$ cat src/core/hbd_consts.vh
// Shared constants of the H-bridge mode decoder and chopper
`ifndef HBD_CONSTS_VH
`define HBD_CONSTS_VH

// ----------------------------------------------------------------
// Register map (byte addresses, AXI4-Lite)
// ----------------------------------------------------------------
`define HBD_ADDR_W        5
`define HBD_OFF_CTRL      5'h00
`define HBD_OFF_STATUS    5'h04
`define HBD_OFF_MASK      5'h08
`define HBD_OFF_STATE     5'h0C

// Control fields
`define HBD_CTRL_W        4
`define HBD_CTRL_RST      4'h4
`define HBD_TOFF_LSB      0
`define HBD_TOFF_MSB      1
`define HBD_GAIN_LSB      2
`define HBD_GAIN_MSB      3
`define HBD_GAIN_FIXED    2'h1

// Sticky event bits
`define HBD_EV_W          3
`define HBD_EV_CHOP       0
`define HBD_EV_FAULT      1
`define HBD_EV_MODE       2
`define HBD_EV_RST        3'h0

// Latched interface modes
`define HBD_MODE_PHEN     2'h0
`define HBD_MODE_INDEP    2'h1
`define HBD_MODE_PWM      2'h2

// Gate patterns {highLeft, lowLeft, highRight, lowRight}
`define HBD_GATES_COAST   4'h0
`define HBD_GATES_FWD     4'h9
`define HBD_GATES_REV     4'h6
`define HBD_GATES_BRAKE   4'h5

// ----------------------------------------------------------------
// Timing
// ----------------------------------------------------------------
`define HBD_CLK_MHZ       12'h014
`define HBD_BLANK_US      12'h002
`define HBD_TOFF0_US      12'h019
`define HBD_TOFF1_US      12'h032
`define HBD_TOFF2_US      12'h064
`define HBD_TOFF3_US      12'h0C8
`define HBD_BLANK_CYC     (`HBD_BLANK_US * `HBD_CLK_MHZ)
`define HBD_TOFF0_CYC     (`HBD_TOFF0_US * `HBD_CLK_MHZ)
`define HBD_TOFF1_CYC     (`HBD_TOFF1_US * `HBD_CLK_MHZ)
`define HBD_TOFF2_CYC     (`HBD_TOFF2_US * `HBD_CLK_MHZ)
`define HBD_TOFF3_CYC     (`HBD_TOFF3_US * `HBD_CLK_MHZ)
`define HBD_CNT_W         12

// Synchroniser lanes
`define HBD_SYNC_W        7
`define HBD_SY_SLEEP      0
`define HBD_SY_INA        1
`define HBD_SY_INB        2
`define HBD_SY_MLVL       3
`define HBD_SY_MFLT       4
`define HBD_SY_TRIP       5
`define HBD_SY_FAULT      6

// AXI responses
`define HBD_RESP_OKAY     2'h0
`define HBD_RESP_SLVERR   2'h2

`endif

$ cat src/core/hbd_sync.v
// Two-flop synchroniser for asynchronous pin inputs
`timescale 1ns/1ps
`default_nettype none

module hbd_sync #(
    parameter WIDTH = 1
) (
    // Clock and reset
    input  wire             clk,
    input  wire             nrst,
    // Data
    input  wire [WIDTH-1:0] din,
    output wire [WIDTH-1:0] dout
);

    reg [WIDTH-1:0] meta_ff;
    reg [WIDTH-1:0] stab_ff;

    // First stage feeds only the second stage
    always @(posedge clk or negedge nrst) begin
        if (!nrst) begin
            meta_ff <= {WIDTH{1'b0}};
            stab_ff <= {WIDTH{1'b0}};
        end else begin
            meta_ff <= din;
            stab_ff <= meta_ff;
        end
    end

    assign dout = stab_ff;

endmodule // hbd_sync

`default_nettype wire

$ cat src/core/hbd_bridge.v
// H-bridge interface decoder, power sequencer and current chopper
//
// Functional notes
// - Strap sampled only at power-up and sleep exit
// - Strap low PH/EN, high independent, float PWM
// - Sleep: bridge off, inputs ignored, regulators off
// - PH/EN: enable low brakes, phase picks direction
// - Independent: each input drives its own half-bridge
// - PWM: 00 coast, 01 reverse, 10 forward, 11 brake
// - Forward drives left node high, right low
// - Logic regulator, then strap latch, then analog
// - Fault pulls open-drain flag low, else released
// - Trip during drive brakes for off-time, resumes
// - Sense ignored for blanking after drive enabled
// - Amplifier gain selectable, else fixed at 19.8
// - Independent mode never chops
//
// The placing of the registers and the AXI4-Lite register port were left to the implementer.
`include "hbd_consts.vh"
`timescale 1ns/1ps
`default_nettype none

module hbd_bridge #(
    parameter GAIN_CFG = 1
) (
    // Clock and reset
    input  wire                   clk,
    input  wire                   nrst,
    // Pins from the controller and analog front end
    input  wire                   sleepBar,
    input  wire                   bridgeInA,
    input  wire                   bridgeInB,
    input  wire                   modeStrapLvl,
    input  wire                   modeStrapFloat,
    input  wire                   chopTrip,
    input  wire                   faultDetect,
    // Gate commands and supplies
    output reg                    highGateLeft,
    output reg                    lowGateLeft,
    output reg                    highGateRight,
    output reg                    lowGateRight,
    output reg                    bridgeDriveEn,
    output reg                    logicRegEn,
    output reg                    analogRegEn,
    output reg  [1:0]             ampGainSel,
    // Open-drain fault flag and interrupt
    output reg                    faultFlagLowO,
    output reg                    faultFlagLowOeN,
    output reg                    irq,
    // AXI4-Lite write channels
    input  wire [`HBD_ADDR_W-1:0] awaddr,
    input  wire                   awvalid,
    output reg                    awready,
    input  wire [31:0]            wdata,
    input  wire [3:0]             wstrb,
    input  wire                   wvalid,
    output reg                    wready,
    output reg  [1:0]             bresp,
    output reg                    bvalid,
    input  wire                   bready,
    // AXI4-Lite read channels
    input  wire [`HBD_ADDR_W-1:0] araddr,
    input  wire                   arvalid,
    output reg                    arready,
    output reg  [31:0]            rdata,
    output reg  [1:0]             rresp,
    output reg                    rvalid,
    input  wire                   rready
);

    // ----------------------------------------------------------------
    // Local constants
    // ----------------------------------------------------------------
    localparam [3:0] SEQ_OFF   = 4'h1;
    localparam [3:0] SEQ_LOGIC = 4'h2;
    localparam [3:0] SEQ_LATCH = 4'h4;
    localparam [3:0] SEQ_RUN   = 4'h8;

    localparam [3:0] CH_IDLE  = 4'h1;
    localparam [3:0] CH_BLANK = 4'h2;
    localparam [3:0] CH_ARMED = 4'h4;
    localparam [3:0] CH_OFF   = 4'h8;

    localparam [`HBD_CNT_W-1:0] CNT_ZERO   = {`HBD_CNT_W{1'b0}};
    localparam [`HBD_CNT_W-1:0] CNT_ONE    = {{(`HBD_CNT_W-1){1'b0}}, 1'b1};
    localparam [`HBD_CNT_W-1:0] BLANK_LAST = `HBD_BLANK_CYC - CNT_ONE;
    localparam [`HBD_CNT_W-1:0] TOFF0_LAST = `HBD_TOFF0_CYC - CNT_ONE;
    localparam [`HBD_CNT_W-1:0] TOFF1_LAST = `HBD_TOFF1_CYC - CNT_ONE;
    localparam [`HBD_CNT_W-1:0] TOFF2_LAST = `HBD_TOFF2_CYC - CNT_ONE;
    localparam [`HBD_CNT_W-1:0] TOFF3_LAST = `HBD_TOFF3_CYC - CNT_ONE;

    // ----------------------------------------------------------------
    // Pin synchronisation
    // ----------------------------------------------------------------
    wire [`HBD_SYNC_W-1:0] pinRaw;
    wire [`HBD_SYNC_W-1:0] pinSync;

    assign pinRaw = {faultDetect, chopTrip, modeStrapFloat, modeStrapLvl,
                     bridgeInB, bridgeInA, sleepBar};

    // Trip arrives on the same two flops as every other pin
    hbd_sync #(
        .WIDTH (`HBD_SYNC_W)
    ) uSync (
        .clk  (clk),
        .nrst (nrst),
        .din  (pinRaw),
        .dout (pinSync)
    );

    wire sleepS = pinSync[`HBD_SY_SLEEP];
    wire inAS   = pinSync[`HBD_SY_INA];
    wire inBS   = pinSync[`HBD_SY_INB];
    wire mLvlS  = pinSync[`HBD_SY_MLVL];
    wire mFltS  = pinSync[`HBD_SY_MFLT];
    wire tripS  = pinSync[`HBD_SY_TRIP];
    wire faultS = pinSync[`HBD_SY_FAULT];

    // ----------------------------------------------------------------
    // State declarations
    // ----------------------------------------------------------------
    reg [3:0]             seq_ff;
    reg [3:0]             nxt_seq;
    reg [1:0]             mode_ff;
    reg                   modeEv;
    reg [3:0]             ch_ff;
    reg [3:0]             nxt_ch;
    reg [`HBD_CNT_W-1:0]  cnt_ff;
    reg [`HBD_CNT_W-1:0]  nxt_cnt;
    reg [1:0]             dir_ff;
    reg                   chopEv;
    reg                   faultPrev_ff;
    reg [`HBD_CTRL_W-1:0] ctrl_ff;
    reg [`HBD_EV_W-1:0]   status_ff;
    reg [`HBD_EV_W-1:0]   mask_ff;
    reg [`HBD_EV_W-1:0]   nxt_status;
    reg [3:0]             reqGates;
    reg [3:0]             outGates;
    reg [`HBD_CNT_W-1:0]  toffLast;

    // ----------------------------------------------------------------
    // Power-up and sleep sequencer
    // ----------------------------------------------------------------
    // Sleep entry always returns to OFF so wake re-runs the sequence
    always @* begin
        nxt_seq = seq_ff;
        case (seq_ff)
            SEQ_OFF:   if (sleepS) nxt_seq = SEQ_LOGIC;
            SEQ_LOGIC: nxt_seq = sleepS ? SEQ_LATCH : SEQ_OFF;
            SEQ_LATCH: nxt_seq = sleepS ? SEQ_RUN : SEQ_OFF;
            SEQ_RUN:   if (!sleepS) nxt_seq = SEQ_OFF;
            default:   nxt_seq = SEQ_OFF;
        endcase
        modeEv = (seq_ff == SEQ_LATCH) && sleepS;
    end

    // Regulators follow the sequence, logic before analog
    always @(posedge clk or negedge nrst) begin
        if (!nrst) begin
            seq_ff      <= SEQ_OFF;
            logicRegEn  <= 1'b0;
            analogRegEn <= 1'b0;
        end else begin
            seq_ff      <= nxt_seq;
            logicRegEn  <= (nxt_seq != SEQ_OFF);
            analogRegEn <= (nxt_seq == SEQ_RUN);
        end
    end

    // Strap is read in one state only and then held
    always @(posedge clk or negedge nrst) begin
        if (!nrst) begin
            mode_ff <= `HBD_MODE_PHEN;
        end else if (modeEv) begin
            if (mFltS) begin
                mode_ff <= `HBD_MODE_PWM;
            end else if (mLvlS) begin
                mode_ff <= `HBD_MODE_INDEP;
            end else begin
                mode_ff <= `HBD_MODE_PHEN;
            end
        end
    end

    wire running = (seq_ff == SEQ_RUN);

    // ----------------------------------------------------------------
    // Input decode
    // ----------------------------------------------------------------
    always @* begin
        reqGates = `HBD_GATES_COAST;
        case (mode_ff)
            `HBD_MODE_PHEN: begin
                if (!inBS) begin
                    reqGates = `HBD_GATES_BRAKE;
                end else if (inAS) begin
                    reqGates = `HBD_GATES_FWD;
                end else begin
                    reqGates = `HBD_GATES_REV;
                end
            end
            `HBD_MODE_INDEP: begin
                reqGates = {inAS, ~inAS, inBS, ~inBS};
            end
            `HBD_MODE_PWM: begin
                case ({inAS, inBS})
                    2'b01:   reqGates = `HBD_GATES_REV;
                    2'b10:   reqGates = `HBD_GATES_FWD;
                    2'b11:   reqGates = `HBD_GATES_BRAKE;
                    default: reqGates = `HBD_GATES_COAST;
                endcase
            end
            default: reqGates = `HBD_GATES_COAST;
        endcase
    end

    // Direction of a full-bridge drive; independent mode never counts
    wire        chopMode = (mode_ff != `HBD_MODE_INDEP);
    wire        reqFwd   = (reqGates == `HBD_GATES_FWD);
    wire        reqRev   = (reqGates == `HBD_GATES_REV);
    wire [1:0]  dirNow   = {reqFwd, reqRev};
    wire        driving  = running && chopMode && (reqFwd || reqRev);

    // ----------------------------------------------------------------
    // Fixed off-time chopper
    // ----------------------------------------------------------------
    // Off-time setting is taken live; a change also applies to an off-time already running
    always @* begin
        case (ctrl_ff[`HBD_TOFF_MSB:`HBD_TOFF_LSB])
            2'h0:    toffLast = TOFF0_LAST;
            2'h1:    toffLast = TOFF1_LAST;
            2'h2:    toffLast = TOFF2_LAST;
            default: toffLast = TOFF3_LAST;
        endcase
    end

    // A fresh or reversed drive restarts the blanking window
    always @* begin
        nxt_ch  = ch_ff;
        nxt_cnt = cnt_ff;
        chopEv  = 1'b0;
        if (!driving) begin
            nxt_ch  = CH_IDLE;
            nxt_cnt = CNT_ZERO;
        end else if (dirNow != dir_ff) begin
            nxt_ch  = CH_BLANK;
            nxt_cnt = CNT_ZERO;
        end else begin
            case (ch_ff)
                CH_BLANK: begin
                    if (cnt_ff == BLANK_LAST) begin
                        nxt_ch  = CH_ARMED;
                        nxt_cnt = CNT_ZERO;
                    end else begin
                        nxt_cnt = cnt_ff + CNT_ONE;
                    end
                end
                CH_ARMED: begin
                    if (tripS) begin
                        nxt_ch  = CH_OFF;
                        nxt_cnt = CNT_ZERO;
                        chopEv  = 1'b1;
                    end
                end
                CH_OFF: begin
                    if (cnt_ff == toffLast) begin
                        nxt_ch  = CH_BLANK;
                        nxt_cnt = CNT_ZERO;
                    end else begin
                        nxt_cnt = cnt_ff + CNT_ONE;
                    end
                end
                default: begin
                    nxt_ch  = CH_BLANK;
                    nxt_cnt = CNT_ZERO;
                end
            endcase
        end
    end

    always @(posedge clk or negedge nrst) begin
        if (!nrst) begin
            ch_ff  <= CH_IDLE;
            cnt_ff <= CNT_ZERO;
            dir_ff <= 2'b00;
        end else begin
            ch_ff  <= nxt_ch;
            cnt_ff <= nxt_cnt;
            dir_ff <= driving ? dirNow : 2'b00;
        end
    end

    // ----------------------------------------------------------------
    // Gate outputs
    // ----------------------------------------------------------------
    // Coast unless running, brake during off-time, otherwise the decoded pattern passes
    always @* begin
        if (!running) begin
            outGates = `HBD_GATES_COAST;
        end else if (nxt_ch == CH_OFF) begin
            outGates = `HBD_GATES_BRAKE;
        end else begin
            outGates = reqGates;
        end
    end

    always @(posedge clk or negedge nrst) begin
        if (!nrst) begin
            highGateLeft  <= 1'b0;
            lowGateLeft   <= 1'b0;
            highGateRight <= 1'b0;
            lowGateRight  <= 1'b0;
            bridgeDriveEn <= 1'b0;
        end else begin
            highGateLeft  <= outGates[3];
            lowGateLeft   <= outGates[2];
            highGateRight <= outGates[1];
            lowGateRight  <= outGates[0];
            bridgeDriveEn <= running;
        end
    end

    // Open-drain flag: data stays low, enable active low drives it
    always @(posedge clk or negedge nrst) begin
        if (!nrst) begin
            faultFlagLowO   <= 1'b0;
            faultFlagLowOeN <= 1'b1;
            faultPrev_ff    <= 1'b0;
        end else begin
            faultFlagLowO   <= 1'b0;
            faultFlagLowOeN <= ~faultS;
            faultPrev_ff    <= faultS;
        end
    end

    // Gain code to the amplifier; fixed variant ignores the field
    always @(posedge clk or negedge nrst) begin
        if (!nrst) begin
            ampGainSel <= `HBD_GAIN_FIXED;
        end else if (GAIN_CFG != 0) begin
            ampGainSel <= ctrl_ff[`HBD_GAIN_MSB:`HBD_GAIN_LSB];
        end else begin
            ampGainSel <= `HBD_GAIN_FIXED;
        end
    end

    // ----------------------------------------------------------------
    // AXI4-Lite slave
    // ----------------------------------------------------------------
    reg                   awHeld_ff;
    reg                   wHeld_ff;
    reg [`HBD_ADDR_W-1:0] awAddr_ff;
    reg [31:0]            wData_ff;
    reg                   wLane0_ff;
    reg [31:0]            rdMux;
    reg                   rdHit;

    wire doWrite = awHeld_ff && wHeld_ff && !bvalid;
    wire wrHit   = (awAddr_ff == `HBD_OFF_CTRL) ||
                   (awAddr_ff == `HBD_OFF_STATUS) ||
                   (awAddr_ff == `HBD_OFF_MASK) ||
                   (awAddr_ff == `HBD_OFF_STATE);
    wire wrOk    = doWrite && wLane0_ff;
    wire wrCtrl  = wrOk && (awAddr_ff == `HBD_OFF_CTRL);
    wire wrStat  = wrOk && (awAddr_ff == `HBD_OFF_STATUS);
    wire wrMask  = wrOk && (awAddr_ff == `HBD_OFF_MASK);

    // Address and data may come in either order; one write at a time
    always @(posedge clk or negedge nrst) begin
        if (!nrst) begin
            awready   <= 1'b1;
            wready    <= 1'b1;
            awHeld_ff <= 1'b0;
            wHeld_ff  <= 1'b0;
            awAddr_ff <= {`HBD_ADDR_W{1'b0}};
            wData_ff  <= 32'h00000000;
            wLane0_ff <= 1'b0;
            bvalid    <= 1'b0;
            bresp     <= `HBD_RESP_OKAY;
        end else begin
            if (awvalid && awready) begin
                awready   <= 1'b0;
                awHeld_ff <= 1'b1;
                awAddr_ff <= awaddr;
            end
            if (wvalid && wready) begin
                wready    <= 1'b0;
                wHeld_ff  <= 1'b1;
                wData_ff  <= wdata;
                wLane0_ff <= wstrb[0];
            end
            if (doWrite) begin
                awHeld_ff <= 1'b0;
                wHeld_ff  <= 1'b0;
                bvalid    <= 1'b1;
                bresp     <= wrHit ? `HBD_RESP_OKAY : `HBD_RESP_SLVERR;
            end
            if (bvalid && bready) begin
                bvalid  <= 1'b0;
                awready <= 1'b1;
                wready  <= 1'b1;
            end
        end
    end

    // Read mux; the state word shows live block state
    always @* begin
        rdHit = 1'b1;
        case (araddr)
            `HBD_OFF_CTRL:   rdMux = {28'h0000000, ctrl_ff};
            `HBD_OFF_STATUS: rdMux = {29'h00000000, status_ff};
            `HBD_OFF_MASK:   rdMux = {29'h00000000, mask_ff};
            `HBD_OFF_STATE:  rdMux = {26'h0000000, running, faultS,
                                      (ch_ff == CH_OFF), ~sleepS, mode_ff};
            default: begin
                rdMux = 32'h00000000;
                rdHit = 1'b0;
            end
        endcase
    end

    always @(posedge clk or negedge nrst) begin
        if (!nrst) begin
            arready <= 1'b1;
            rvalid  <= 1'b0;
            rdata   <= 32'h00000000;
            rresp   <= `HBD_RESP_OKAY;
        end else begin
            if (arvalid && arready) begin
                arready <= 1'b0;
                rvalid  <= 1'b1;
                rdata   <= rdMux;
                rresp   <= rdHit ? `HBD_RESP_OKAY : `HBD_RESP_SLVERR;
            end
            if (rvalid && rready) begin
                rvalid  <= 1'b0;
                arready <= 1'b1;
            end
        end
    end

    // ----------------------------------------------------------------
    // Control, status and interrupt
    // ----------------------------------------------------------------
    // Write-one-to-clear, but a same-cycle event keeps its bit
    always @* begin
        nxt_status = status_ff;
        if (wrStat) begin
            nxt_status = status_ff & ~wData_ff[`HBD_EV_W-1:0];
        end
        nxt_status[`HBD_EV_CHOP]  = nxt_status[`HBD_EV_CHOP]  | chopEv;
        nxt_status[`HBD_EV_FAULT] = nxt_status[`HBD_EV_FAULT] |
                                    (faultS & ~faultPrev_ff);
        nxt_status[`HBD_EV_MODE]  = nxt_status[`HBD_EV_MODE]  | modeEv;
    end

    always @(posedge clk or negedge nrst) begin
        if (!nrst) begin
            ctrl_ff   <= `HBD_CTRL_RST;
            mask_ff   <= `HBD_EV_RST;
            status_ff <= `HBD_EV_RST;
            irq       <= 1'b0;
        end else begin
            if (wrCtrl) begin
                ctrl_ff <= wData_ff[`HBD_CTRL_W-1:0];
            end
            if (wrMask) begin
                mask_ff <= wData_ff[`HBD_EV_W-1:0];
            end
            status_ff <= nxt_status;
            irq       <= |(nxt_status & mask_ff);
        end
    end

endmodule // hbd_bridge

`default_nettype wire

$ cat config.mk
export PLATFORM = sky130hd
export DESIGN_NAME = hbd_bridge
export DESIGN_NICKNAME = d
export VERILOG_FILES = /design/src/core/hbd_sync.v /design/src/core/hbd_bridge.v
export VERILOG_INCLUDE_DIRS = /design/src /design/src/core
export SDC_FILE = /design/constraint.sdc
export NUM_CORES = 1
export LEC_CHECK = 0
export BUFFER_PORTS_ARGS = -buffer_cell sky130_fd_sc_hd__clkbuf_2
export CAP_MARGIN = 20
export CORE_ASPECT_RATIO = 1.2
export CORE_MARGIN = 2
export CORE_UTILIZATION = 56
export CTS_CLUSTER_DIAMETER = 30
export DETAILED_ROUTE_END_ITERATION = 6
export PLACE_DENSITY_LB_ADDON = 0.12
export SYNTH_ARGS = -nofsm -noshare
export SYNTH_HDL_FRONTEND = slang
export SYNTH_SLANG_ARGS = --single-unit
$ cat constraint.sdc
create_clock -name clk -period 7.25 [get_ports clk]
set_clock_uncertainty 0.2 [all_clocks]
set_input_delay 1.45 -clock clk [delete_from_list [all_inputs] [get_ports clk]]
set_output_delay 1.45 -clock clk [all_outputs]
set_load 0.005 [all_outputs]
# ---- Word-level counts from Yosys, hierarchy flattened
# Index checks and enable logic that the tools add are counted.
dict set report word_totals {
  mem_bits_rw 0
  register_bits 113
  elab_cells 158
  n_memories 0
  latchBits 0
  mem_bits_ro 0
}
dict set report op_classes {
  eq_ne 30
  n_mux 50
  n_bitwise 12
  n_div 0
  order_cmp 0
  n_mul 0
  reduce_logical 31
  n_shift 0
  addsub 1
}
# op count
set ops {}
lappend ops {{$pmux W12 S3} 2}
lappend ops {{$mux W12} 5}
lappend ops {{$mux W4} 12}
lappend ops {{$pmux W4 S3} 3}
lappend ops {{$pmux W6 S4} 1}
lappend ops {{$eq A4 B4 Y1 const B} 5}
lappend ops {{$eq A5 B4 Y1 const B} 4}
lappend ops {{$mux W1} 20}
lappend ops {{$pmux W4 S4} 1}
lappend ops {{$logic_and A1 B1 Y1} 14}
lappend ops {{$add A12 B1 Y12 const B} 1}
lappend ops {{$eq A12 B12 Y1} 1}
lappend ops {{$eq A12 B6 Y1 const B} 1}
lappend ops {{$eq A4 B3 Y1 const B} 3}
lappend ops {{$reduce_bool A2 Y1} 6}
lappend ops {{$eq A5 B3 Y1 const B} 2}
lappend ops {{$logic_not A5 Y1} 2}
lappend ops {{$eq A2 B2 Y1 const B} 4}
lappend ops {{$eq A4 B2 Y1 const B} 2}
lappend ops {{$mux W2} 4}
lappend ops {{$and A3 B3 Y3} 2}
lappend ops {{$eq A2 B1 Y1 const B} 3}
lappend ops {{$mux W3} 2}
lappend ops {{$not A1 Y1} 5}
lappend ops {{other kinds (13)} 19}

# ---- Depth between registers and ports, before layout
# Gate-level depths: netlist (run 1).
dict set report depth {
  ltp_word 10
  ltp_mapped 8
  depth_no_buf 8
}

# ---- Hierarchy
# From an unflattened synthesis (run 1), not the netlist that was laid out.
dict set report hier_totals {
  cells_unflattened 348
  hier_area_um2 3903.7
}
# mod cells_per_inst area_per_inst_um2 n_inst
set modules_own_cells {}
lappend modules_own_cells {hbd_bridge 334 3553.4 1}
lappend modules_own_cells {hbd_sync 14 350.3 1}

# ---- Worst setup path before layout (run 1)
# Ideal clock, no wire load.
dict set report synth_path {
  kind {in2reg}
  startpoint {in araddr[2]}
  endpoint {reg rdata[0]}
  path_stages 3
  setup_ns 0.121
  arrival_time_ns 2.415
  slack_ns 4.514
  path_cell_list {clkbuf_1 -> mux4_2 -> a22o_1}
}
dict set report synth_via {
  elab_chain_len 2
}
# element line
set synth_rtl {}
lappend synth_rtl {{from (decl)} hbd_bridge.v:62} ;# input wire [`HBD_ADDR_W-1:0] araddr,
lappend synth_rtl {{$eq A5 B4 Y1, or another cell as far along} hbd_bridge.v:409} ;# case (araddr)
lappend synth_rtl {{$pmux W6 S4 (*)} hbd_bridge.v:409}
lappend synth_rtl {{to (signal assigned)} hbd_bridge.v:432} ;# rdata <= rdMux;
lappend synth_rtl {{to (decl)} hbd_bridge.v:65} ;# output reg [31:0] rdata,
# Every way passes the cells marked *; elsewhere a longest branch is shown, timed or not.
# A chain may end at the register's enable or synchronous reset.

# ---- Worst setup path in the final report (run 1)
dict set report layout_path {
  startpoint {reg seq_ff[1]}
  endpoint {reg cnt_ff[9]}
}
dict set report layout_via {
  elab_chain_len 4
}
# element line
set layout_rtl {}
lappend layout_rtl {{from (decl)} hbd_bridge.v:122} ;# reg [3:0] seq_ff;
lappend layout_rtl {{from (signal assigned)} hbd_bridge.v:164} ;# seq_ff <= nxt_seq;
lappend layout_rtl {{$eq A4 B4 Y1 (*)} hbd_bridge.v:185} ;# wire running = (seq_ff == SEQ_RUN);
lappend layout_rtl {{$logic_and A1 B1 Y1 (*) (2 in a row)} hbd_bridge.v:222} ;# wire driving = running && chopMode && (reqFwd || reqRev);
lappend layout_rtl {{$ne A4 B3 Y1 (no source line) or $mux W12 (tied branches)} n/a}
lappend layout_rtl {{to (signal assigned)} hbd_bridge.v:288} ;# cnt_ff <= nxt_cnt;
lappend layout_rtl {{to (decl)} hbd_bridge.v:128} ;# reg [`HBD_CNT_W-1:0] cnt_ff;
# Marked as above.

==> results summary, run 1 <==
The path class of the tightest hold or removal check is flip-flop to flip-flop. The number of H-tree branching levels is 3. The sort of element at the start of the critical path is a flip-flop. dfrtp_1 takes more of the synthesized area than any other cell. The worst-case setup slack after placement is 4.47 ns. The max-capacitance violation count came out at 0. The flow ran to the end, and the final reports show no timing, DRC or antenna violations. The setup TNS is 0 ns. The time the worst path needs with I/O delays and setup came out at 2.71 ns. The most used flip-flop cell after synthesis is dfrtp_1. In this run, post-CTS hold repair placed 0 buffers. The leakage dissipation is 0.00202 uW.

The cell row count is 33. The growth of design area from synthesis to finish came out at 10.9%. The share of total power in sequential cells is 56.0%. In the synthesized netlist, the cells that appear most often are 77 x dfrtp_1, 34 x nand2_1, 29 x buf_4, 19 x o21ai_0. The worst path uses 37.4% of the clock period. The fraction of layout cells with a size suffix above 1 came out at 25.4%. The area fraction of the dominant cell type after synthesis is 49.2%. The instance count of the mapped netlist is 350. The later-pin clock latency in the skew report is 0.36 ns. The number of unique standard cell types used by synthesis came out at 55.

For this design the total switching power over the nets is 319 uW. During placement, the flow inserted port buffers numbering 52. The antenna cell count came out at 0.

The remaining max-slew budget at the tightest pin is 56.6%. The largest fanout on the critical path came out at 16. TritonCTS built the clock tree. The via count of the first global-routing pass came out at 2,476. After clock tree synthesis, the clock-pin slew on the worst setup and hold paths is 0.09 ns.

The via density per instance is 5.36. The number of iterations in the first detailed-routing pass came out at 4. The number of nets at the end of the flow came out at 471. The number of remaining DRC errors came out at 0. The first global-routing pass estimated 11.8 mm of wire.

The clock power share is 28.3%. CTS placed an instance of clkbuf_8 at the clock tree root. The HPWL reported at the end of detailed placement came out at 5.00 mm. The data required time at the worst endpoint came out at 7.27 ns.

The final weighted congestion in routability-driven placement is 0.813. The total clock buffers created by CTS is 9. The clock drives 85 sinks. In this run, synthesis produced a sequential element count of 85. The number of antenna violations at the first check in global routing is 0. Summing the sequential cell areas from Yosys gives 54.6% of the chip area.

The setup-violating endpoint count in the final report came out at 0. At the worst endpoint, the arrival time is 2.74 ns. The total global routing overflow came out at 0.

In the final routed layout, each cell accounts on average for 14.3 um. The actual transition at the worst max-transition pin is 0.645 ns. The tightest hold margin is 0.155 ns.

The height of the die came out at 95.6 um. The category of the critical setup timing path is flip-flop to flip-flop. The die footprint came out at 0.00768 sq mm. The synthesized design contains 0 enable-type register cells. The number of placed instances, taps included, is 480. The I/O pin count is 113. The via count came out at 2,662.

The count of non-filler cells in the finished layout is 497. The core area came out at 0.00681 sq mm. The initial utilization of the core area, before any placement, comes to 57.5%. Of the total power, combinational logic draws 15.7%. In this run the deepest clock path goes through 2 buffers.

The share of synthesized registers carrying an async set or reset is 100%. Across every metal layer, demand over resource in global routing totals 20.4%. Entering global routing, the biggest net connects 86 pins. The post-synthesis instance area is 0.00392 sq mm.

The path depth of the worst reg2reg path is 5. Net switching is 28.8% of the power. Once detail routing completed, the nets flagged for antenna violations numbered 0. The number of post-CTS setup repair buffers came out at 0. The peak clock frequency supported by timing came out at 369 MHz. The internal power is 789 uW.

For this block, the routed nets add up to 7.10 mm of wire. After clock tree synthesis, the repair step resized 0 gates. Sorting the synthesized cells by area gives the leading types as dfrtp_1 49%, buf_4 5.6%, dfstp_2 5.4%.

The cell area power density came out at 255 mW/mm^2. The most repeated cell in the gate-level netlist after synthesis is dfrtp_1. The final count of pins violating max slew is 0. The horizontal die dimension came out at 80.3 um. In this run, the number of DRC markers left after iteration 0 of detailed routing was 189.

The maximum VDD drop is 0.185 mV. Setup repair after global routing left no endpoint under its margin. STA classifies the critical path endpoint as a flip-flop. Once routing completed, OpenROAD measured the worst setup slack at 4.54 ns. During synthesis, Yosys emitted a total of 0 warnings. The final hold violation count came to 0.

The mean post-synth cell area is 11.2 sq um. The instance count along the most critical hold path came out at 0.
metrics by stage:
stage | util, % | total power (uW) | area, sq um
detailed placement | 60.6 | 804 | 4130
global route | 63.7 | 1180 | 4340
global placement | 60.6 | 796 | 4130
CTS | 63.3 | 1120 | 4310
finish | 63.7 | 1110 | 4340
floorplan | - | 747 | 4020
metal layers:
metal | vias up | GRT usage (%) | wire [um] | part of all wire (%)
met1 | 1323 | 26.4 | 3040 | 43
met4 | 0 | 8.05 | 121 | 1.7
met5 | - | 0 | 0 | 0
met3 | 10 | 5.11 | 237 | 3.3
met2 | 40 | 33.1 | 3700 | 52
li1 | 1289 | - | - | -
critical path, stage by stage (launching register included):
cell and delay [ns]:
dfrtp_1 0.43, or4b_1 0.66, or3_4 0.46, a211oi_4 0.56
or4_1 0.21, a21oi_1 0.07
cells in the final DEF (no fill, tap or decap), drive strengths merged, types with 3 or more instances in the layout:
cell type  synthesis  final
a22o               5      5
clkbuf             6     61
a21o               3      3
or4                5      5
o21ai             24     24
clkinv             0      4
mux2              16     16
nand2b             5      5
or3                8      8
nand3              6      6
ha                 6      6
nor2              17     17
xnor2              4      4
nor4               4      4
mux4               3      3
xor2               4      4
inv               13     15
nand2             34     34
dfstp              8      8
o31ai              5      5
dfrtp             77     77
conb               1     29
nand3b             3      3
buf               32      3
a21oi             17     17
nor4b              5      5
nor3               6      6
or4b               3      3
registers in the layout, indices dropped and copies added (netlist names), 2 cells and up:
name	count
wData_ff	4
uSync.dout	7
dir_ff	2
cnt_ff	12
awAddr_ff	5
ch_ff	4
seq_ff	4
status_ff	3
mask_ff	3
ampGainSel	2
mode_ff	2
rdata	6
ctrl_ff	4
uSync.meta_ff	7
cell type report:
type                       instances  area [sq um]
fill                             581          2470
sequential                        85          2140
multi-input combinational        242          1570
timing repair buffer              54           298
clock buffer                      10           138
tap                               87           109
inverter                          13          48.8
clock inverter                     6          45.0
logic make-up after synthesis:
group,after synthesis,share of synthesized area (%)
simple gates,112,15.9
flops,85,54.6
compound gates,66,10.8
buf+inv,51,8.09
mux,21,6.84
xor+xnor,8,1.79
fa+ha+maj,6,1.92
other cells,1,0.0958
path summary, 6_finish.rpt:
kind / startpoint / slack (ns) / to
worst min register to register: uSync.meta_ff[0]$_DFF_PN0_ / 0.16 / uSync.dout[0]$_DFF_PN0_
max in group asynchronous: nrst / 5.51 / ctrl_ff[2]$_DFFE_PN1P_
worst min-delay path: uSync.meta_ff[0]$_DFF_PN0_ / 0.16 / uSync.dout[0]$_DFF_PN0_
worst max-delay path: seq_ff[1]$_DFF_PN0_ / 4.54 / cnt_ff[9]$_DFFE_PN0P_
worst max register to register: seq_ff[1]$_DFF_PN0_ / 4.54 / cnt_ff[9]$_DFFE_PN0P_
min in group asynchronous: nrst / 0.72 / cnt_ff[0]$_DFFE_PN0P_
power by group through the flow:
stage	registers, uW	clock network, uW	logic (uW)
floorplan	607	0	140
global placement	627	0	169
detailed placement	630	0	174
CTS	621	322	176
global route	633	349	197
finish	621	313	174
No activity file was read; power rests on OpenSTA's default activity.
==> inputs of run 2 (changes only) <==
--- a/config.mk
+++ b/config.mk
@@ -10,7 +10,7 @@
 export CAP_MARGIN = 20
 export CORE_ASPECT_RATIO = 1.2
 export CORE_MARGIN = 2
-export CORE_UTILIZATION = 56
+export CORE_UTILIZATION = 47
 export CTS_CLUSTER_DIAMETER = 30
 export DETAILED_ROUTE_END_ITERATION = 6
 export PLACE_DENSITY_LB_ADDON = 0.12
==> constraint.sdc (replaced) <==
create_clock -name clk -period 2.47 [get_ports clk]
set_clock_uncertainty 0.2 [all_clocks]
set_input_delay 0.494 -clock clk [delete_from_list [all_inputs] [get_ports clk]]
set_output_delay 0.494 -clock clk [all_outputs]
set_load 0.005 [all_outputs]
==> run 2 against run 1 <==
Compared with the run above: setup slack got worse by 4.5 ns; sequential power grew to 2.9 times the previous value; total power grew to 3.0 times the previous value; die area rose by 18%; critical path depth grew 1.
==> results summary, run 2 (synthesis results as in run 1) <==
The global-route wire length before repair is 12.3 mm (+4.1%). The later-pin clock latency in the skew report is 0.35 ns (about the same). The fraction of layout cells with a size suffix above 1 came out at 29.2% (+3.9 points). The via density per instance is 5.13 (-4.1%).

The clock edge transition at the registers on the reported setup and hold paths is 0.08 ns (about the same). The critical path is of the flip-flop to flip-flop type. The total net switching power is 887 uW (+180%).

The cell area power density was 728 mW/mm^2 (+190%). The leakage dissipation came to 0.00212 uW (+4.9%). The initial cell density of the core came out at 48.3% (-9.2 points). The setup TNS is 0 ns (unchanged). The total clock buffers created by CTS is 9 (unchanged). The maximum VDD drop is 0.599 mV (+220%). The top cell types in the final layout, fill and taps aside, are 76 x dfrtp_1, 51 x clkbuf_2, 34 x nand2_1. The cell count after placement is 509 (+6.0%). The overall routing resource usage came to 17.4% (-2.9 points). The number of nets with antenna violations after detailed routing is 0 (unchanged). The I/O pin count came out at 113 (unchanged).

The switching fraction of total power came out at 26.7% (-2.1 points). The largest fanout on the critical path is 9 (-7). The part of the total power dissipated in combinational logic is 16.4% (+0.7 points). The die footprint came out at 0.00908 sq mm (+18%). The height of the die came out at 104 um (+8.8%). The number of iterations in the first detailed-routing pass is 4 (unchanged). The via count is 2,701 (+1.5%). The total global routing overflow was 0 (unchanged). The final hold violation count came out at 0 (unchanged). The clock power share was 28.8% (+0.5 points).

The internal power came out at 2430 uW (+210%). The count of non-filler cells in the finished layout is 526 (+5.8%). The count of routing violations after the opening detailed-route iteration came to 91 (-52%). The peak clock frequency supported by timing is 419 MHz (+14%). The maximum number of pins on one net before global-route repair is 75 (-13%).

The core area came out at 0.00811 sq mm (+19%). The share of total power in sequential cells is 54.8% (-1.2 points). The number of post-CTS setup repair buffers came out at 0 (unchanged).

The data required time at the worst endpoint is 2.50 ns (-4.77 ns). The tightest hold margin came out at 0.0432 ns (-0.112 ns). The clock root buffer master is clkbuf_8.

The number of nets at the end of the flow came out at 492 (+4.5%). The number of H-tree branching levels came to 3 (unchanged). The path depth of the worst reg2reg path came to 6 (+1). The cell row count was 36 (+9.1%). The path category of the worst min-delay check is primary input to flip-flop. TritonCTS built the clock tree.

The most common cell after layout, fill and taps aside is dfrtp_1. The antenna cell count is 0 (unchanged). The aggregate routed wire length came out at 7.32 mm (+3.1%). The sort of element at the start of the critical path is a flip-flop.

The register with the most flip-flops in the final layout is cnt_ff. The data arrival at the endpoint of the critical path is 2.41 ns (-0.33 ns). The worst setup path is captured at a flip-flop. The last element of the critical path is cnt_ff[11]$_DFFE_PN0P_.

The HPWL reported at the end of detailed placement is 5.38 mm (+7.6%). The number of sinks driven by the clock tree came out at 85 (unchanged). The number of buffers inserted by port buffering came out at 52 (unchanged). The max-capacitance violation count is 0 (unchanged). The flow ran to the end, and the final reports show no timing, DRC or antenna violations.

Setup repair after global routing could not meet its margin everywhere. The final clock period utilization by the worst path came out at 96.5% (+59 points). The final count of pins violating max slew came out at 0 (unchanged). The horizontal die dimension was 87.3 um (+8.7%). The number of remaining DRC errors came to 0 (unchanged).

The final weighted congestion in routability-driven placement was 0.771 (-5.2%). The routed wirelength normalized by instance count came to 13.9 um (-2.5%). The number of antenna violations at the first check in global routing is 0 (unchanged). The end of the worst register-to-register path is cnt_ff[11]$_DFFE_PN0P_.

The flip-flop count of the largest register, all copies and words added came out at 12 (unchanged). The maximum number of buffers from clock root to sink is 2 (unchanged). Tracing the worst setup path back leads to its startpoint at cnt_ff[6]$_DFFE_PN0P_. The time the worst path needs with I/O delays and setup was 2.38 ns (-0.327 ns). The setup-violating endpoint count in the final report came out at 0 (unchanged). The worst flop-to-flop path startpoint is cnt_ff[6]$_DFFE_PN0P_.

The via count of the first global-routing pass came out at 2,624 (+6.0%). The internal reg-to-reg setup slack is 0.09 ns (-4.45 ns). Relative to the synthesized area, the layout overhead comes to 16.3%.
## run 2: timing repair
item | 4_1_cts | 5_1_grt
hold endpoints to repair | 11 | 0
hold buffers | 1 | 0
setup endpoints to repair | 0 | 14
gates resized for setup | 0 | 6
## run 2: power by group through the flow
| stage | Clock [uW] | Combinational (uW) | Sequential [uW] |
|---|---|---|---|
| 2_1_floorplan | 0 | 410 | 1780 |
| 3_3_place_gp | 0 | 532 | 1830 |
| 3_5_place_dp | 0 | 548 | 1840 |
| 4_1_cts | 996 | 550 | 1820 |
| 5_1_grt | 1060 | 615 | 1850 |
| 6_report | 957 | 544 | 1820 |
## run 2: per-stage QoR
step	instance area, sq um	power [uW]	util, %	setup slack [ns]
2_1_floorplan	4020	2190	-	0.0434
3_3_place_gp	4320	2360	53.3	0.0843
3_5_place_dp	4320	2390	53.3	0.0407
4_1_cts	4530	3360	55.8	0.0306
5_1_grt	4550	3520	56.2	-0.0124
6_report	4550	3320	56.2	0.0855
## run 2: worst min path at each step
stage	from	end	slack (ns)	depth (start not counted)
2_1_floorplan	nrst	ampGainSel[1]$_DFF_PN0_	-0.002	0
3_3_place_gp	uSync.meta_ff[0]$_DFF_PN0_	uSync.dout[0]$_DFF_PN0_	0.13	0
3_5_place_dp	uSync.meta_ff[5]$_DFF_PN0_	uSync.dout[5]$_DFF_PN0_	0.13	0
4_1_cts	bridgeInB	uSync.meta_ff[2]$_DFF_PN0_	0.02	1
5_1_grt	modeStrapLvl	uSync.meta_ff[3]$_DFF_PN0_	0.02	1
6_report	bridgeInB	uSync.meta_ff[2]$_DFF_PN0_	0.04	1
## run 2: layout make-up
| type | count | area (sq um) |
|---|---|---|
| clock buffer | 13 | 149 |
| clock inverter | 3 | 45.0 |
| fill | 717 | 3550 |
| sequential | 85 | 2140 |
| timing repair buffer | 75 | 467 |
| inverter | 13 | 48.8 |
| multi-input combinational | 242 | 1590 |
| tap | 95 | 119 |
## run 2: worst max-delay path, cell delays in order, from the launching register on
cell and delay (ns):
dfrtp_1 0.47, or4_1 0.54, or3_1 0.44, a22o_1 0.29
o21bai_2 0.13, buf_6 0.15, a21oi_1 0.05
## run 2: metal layers
metal / wire, um / vias up / track usage [%]
met2: 3690 / 55 / 27.9
met4: 156 / 0 / 9.12
met3: 262 / 12 / 4.44
li1: - / 1335 / -
met5: 0 / - / 0
met1: 3210 / 1299 / 21.4
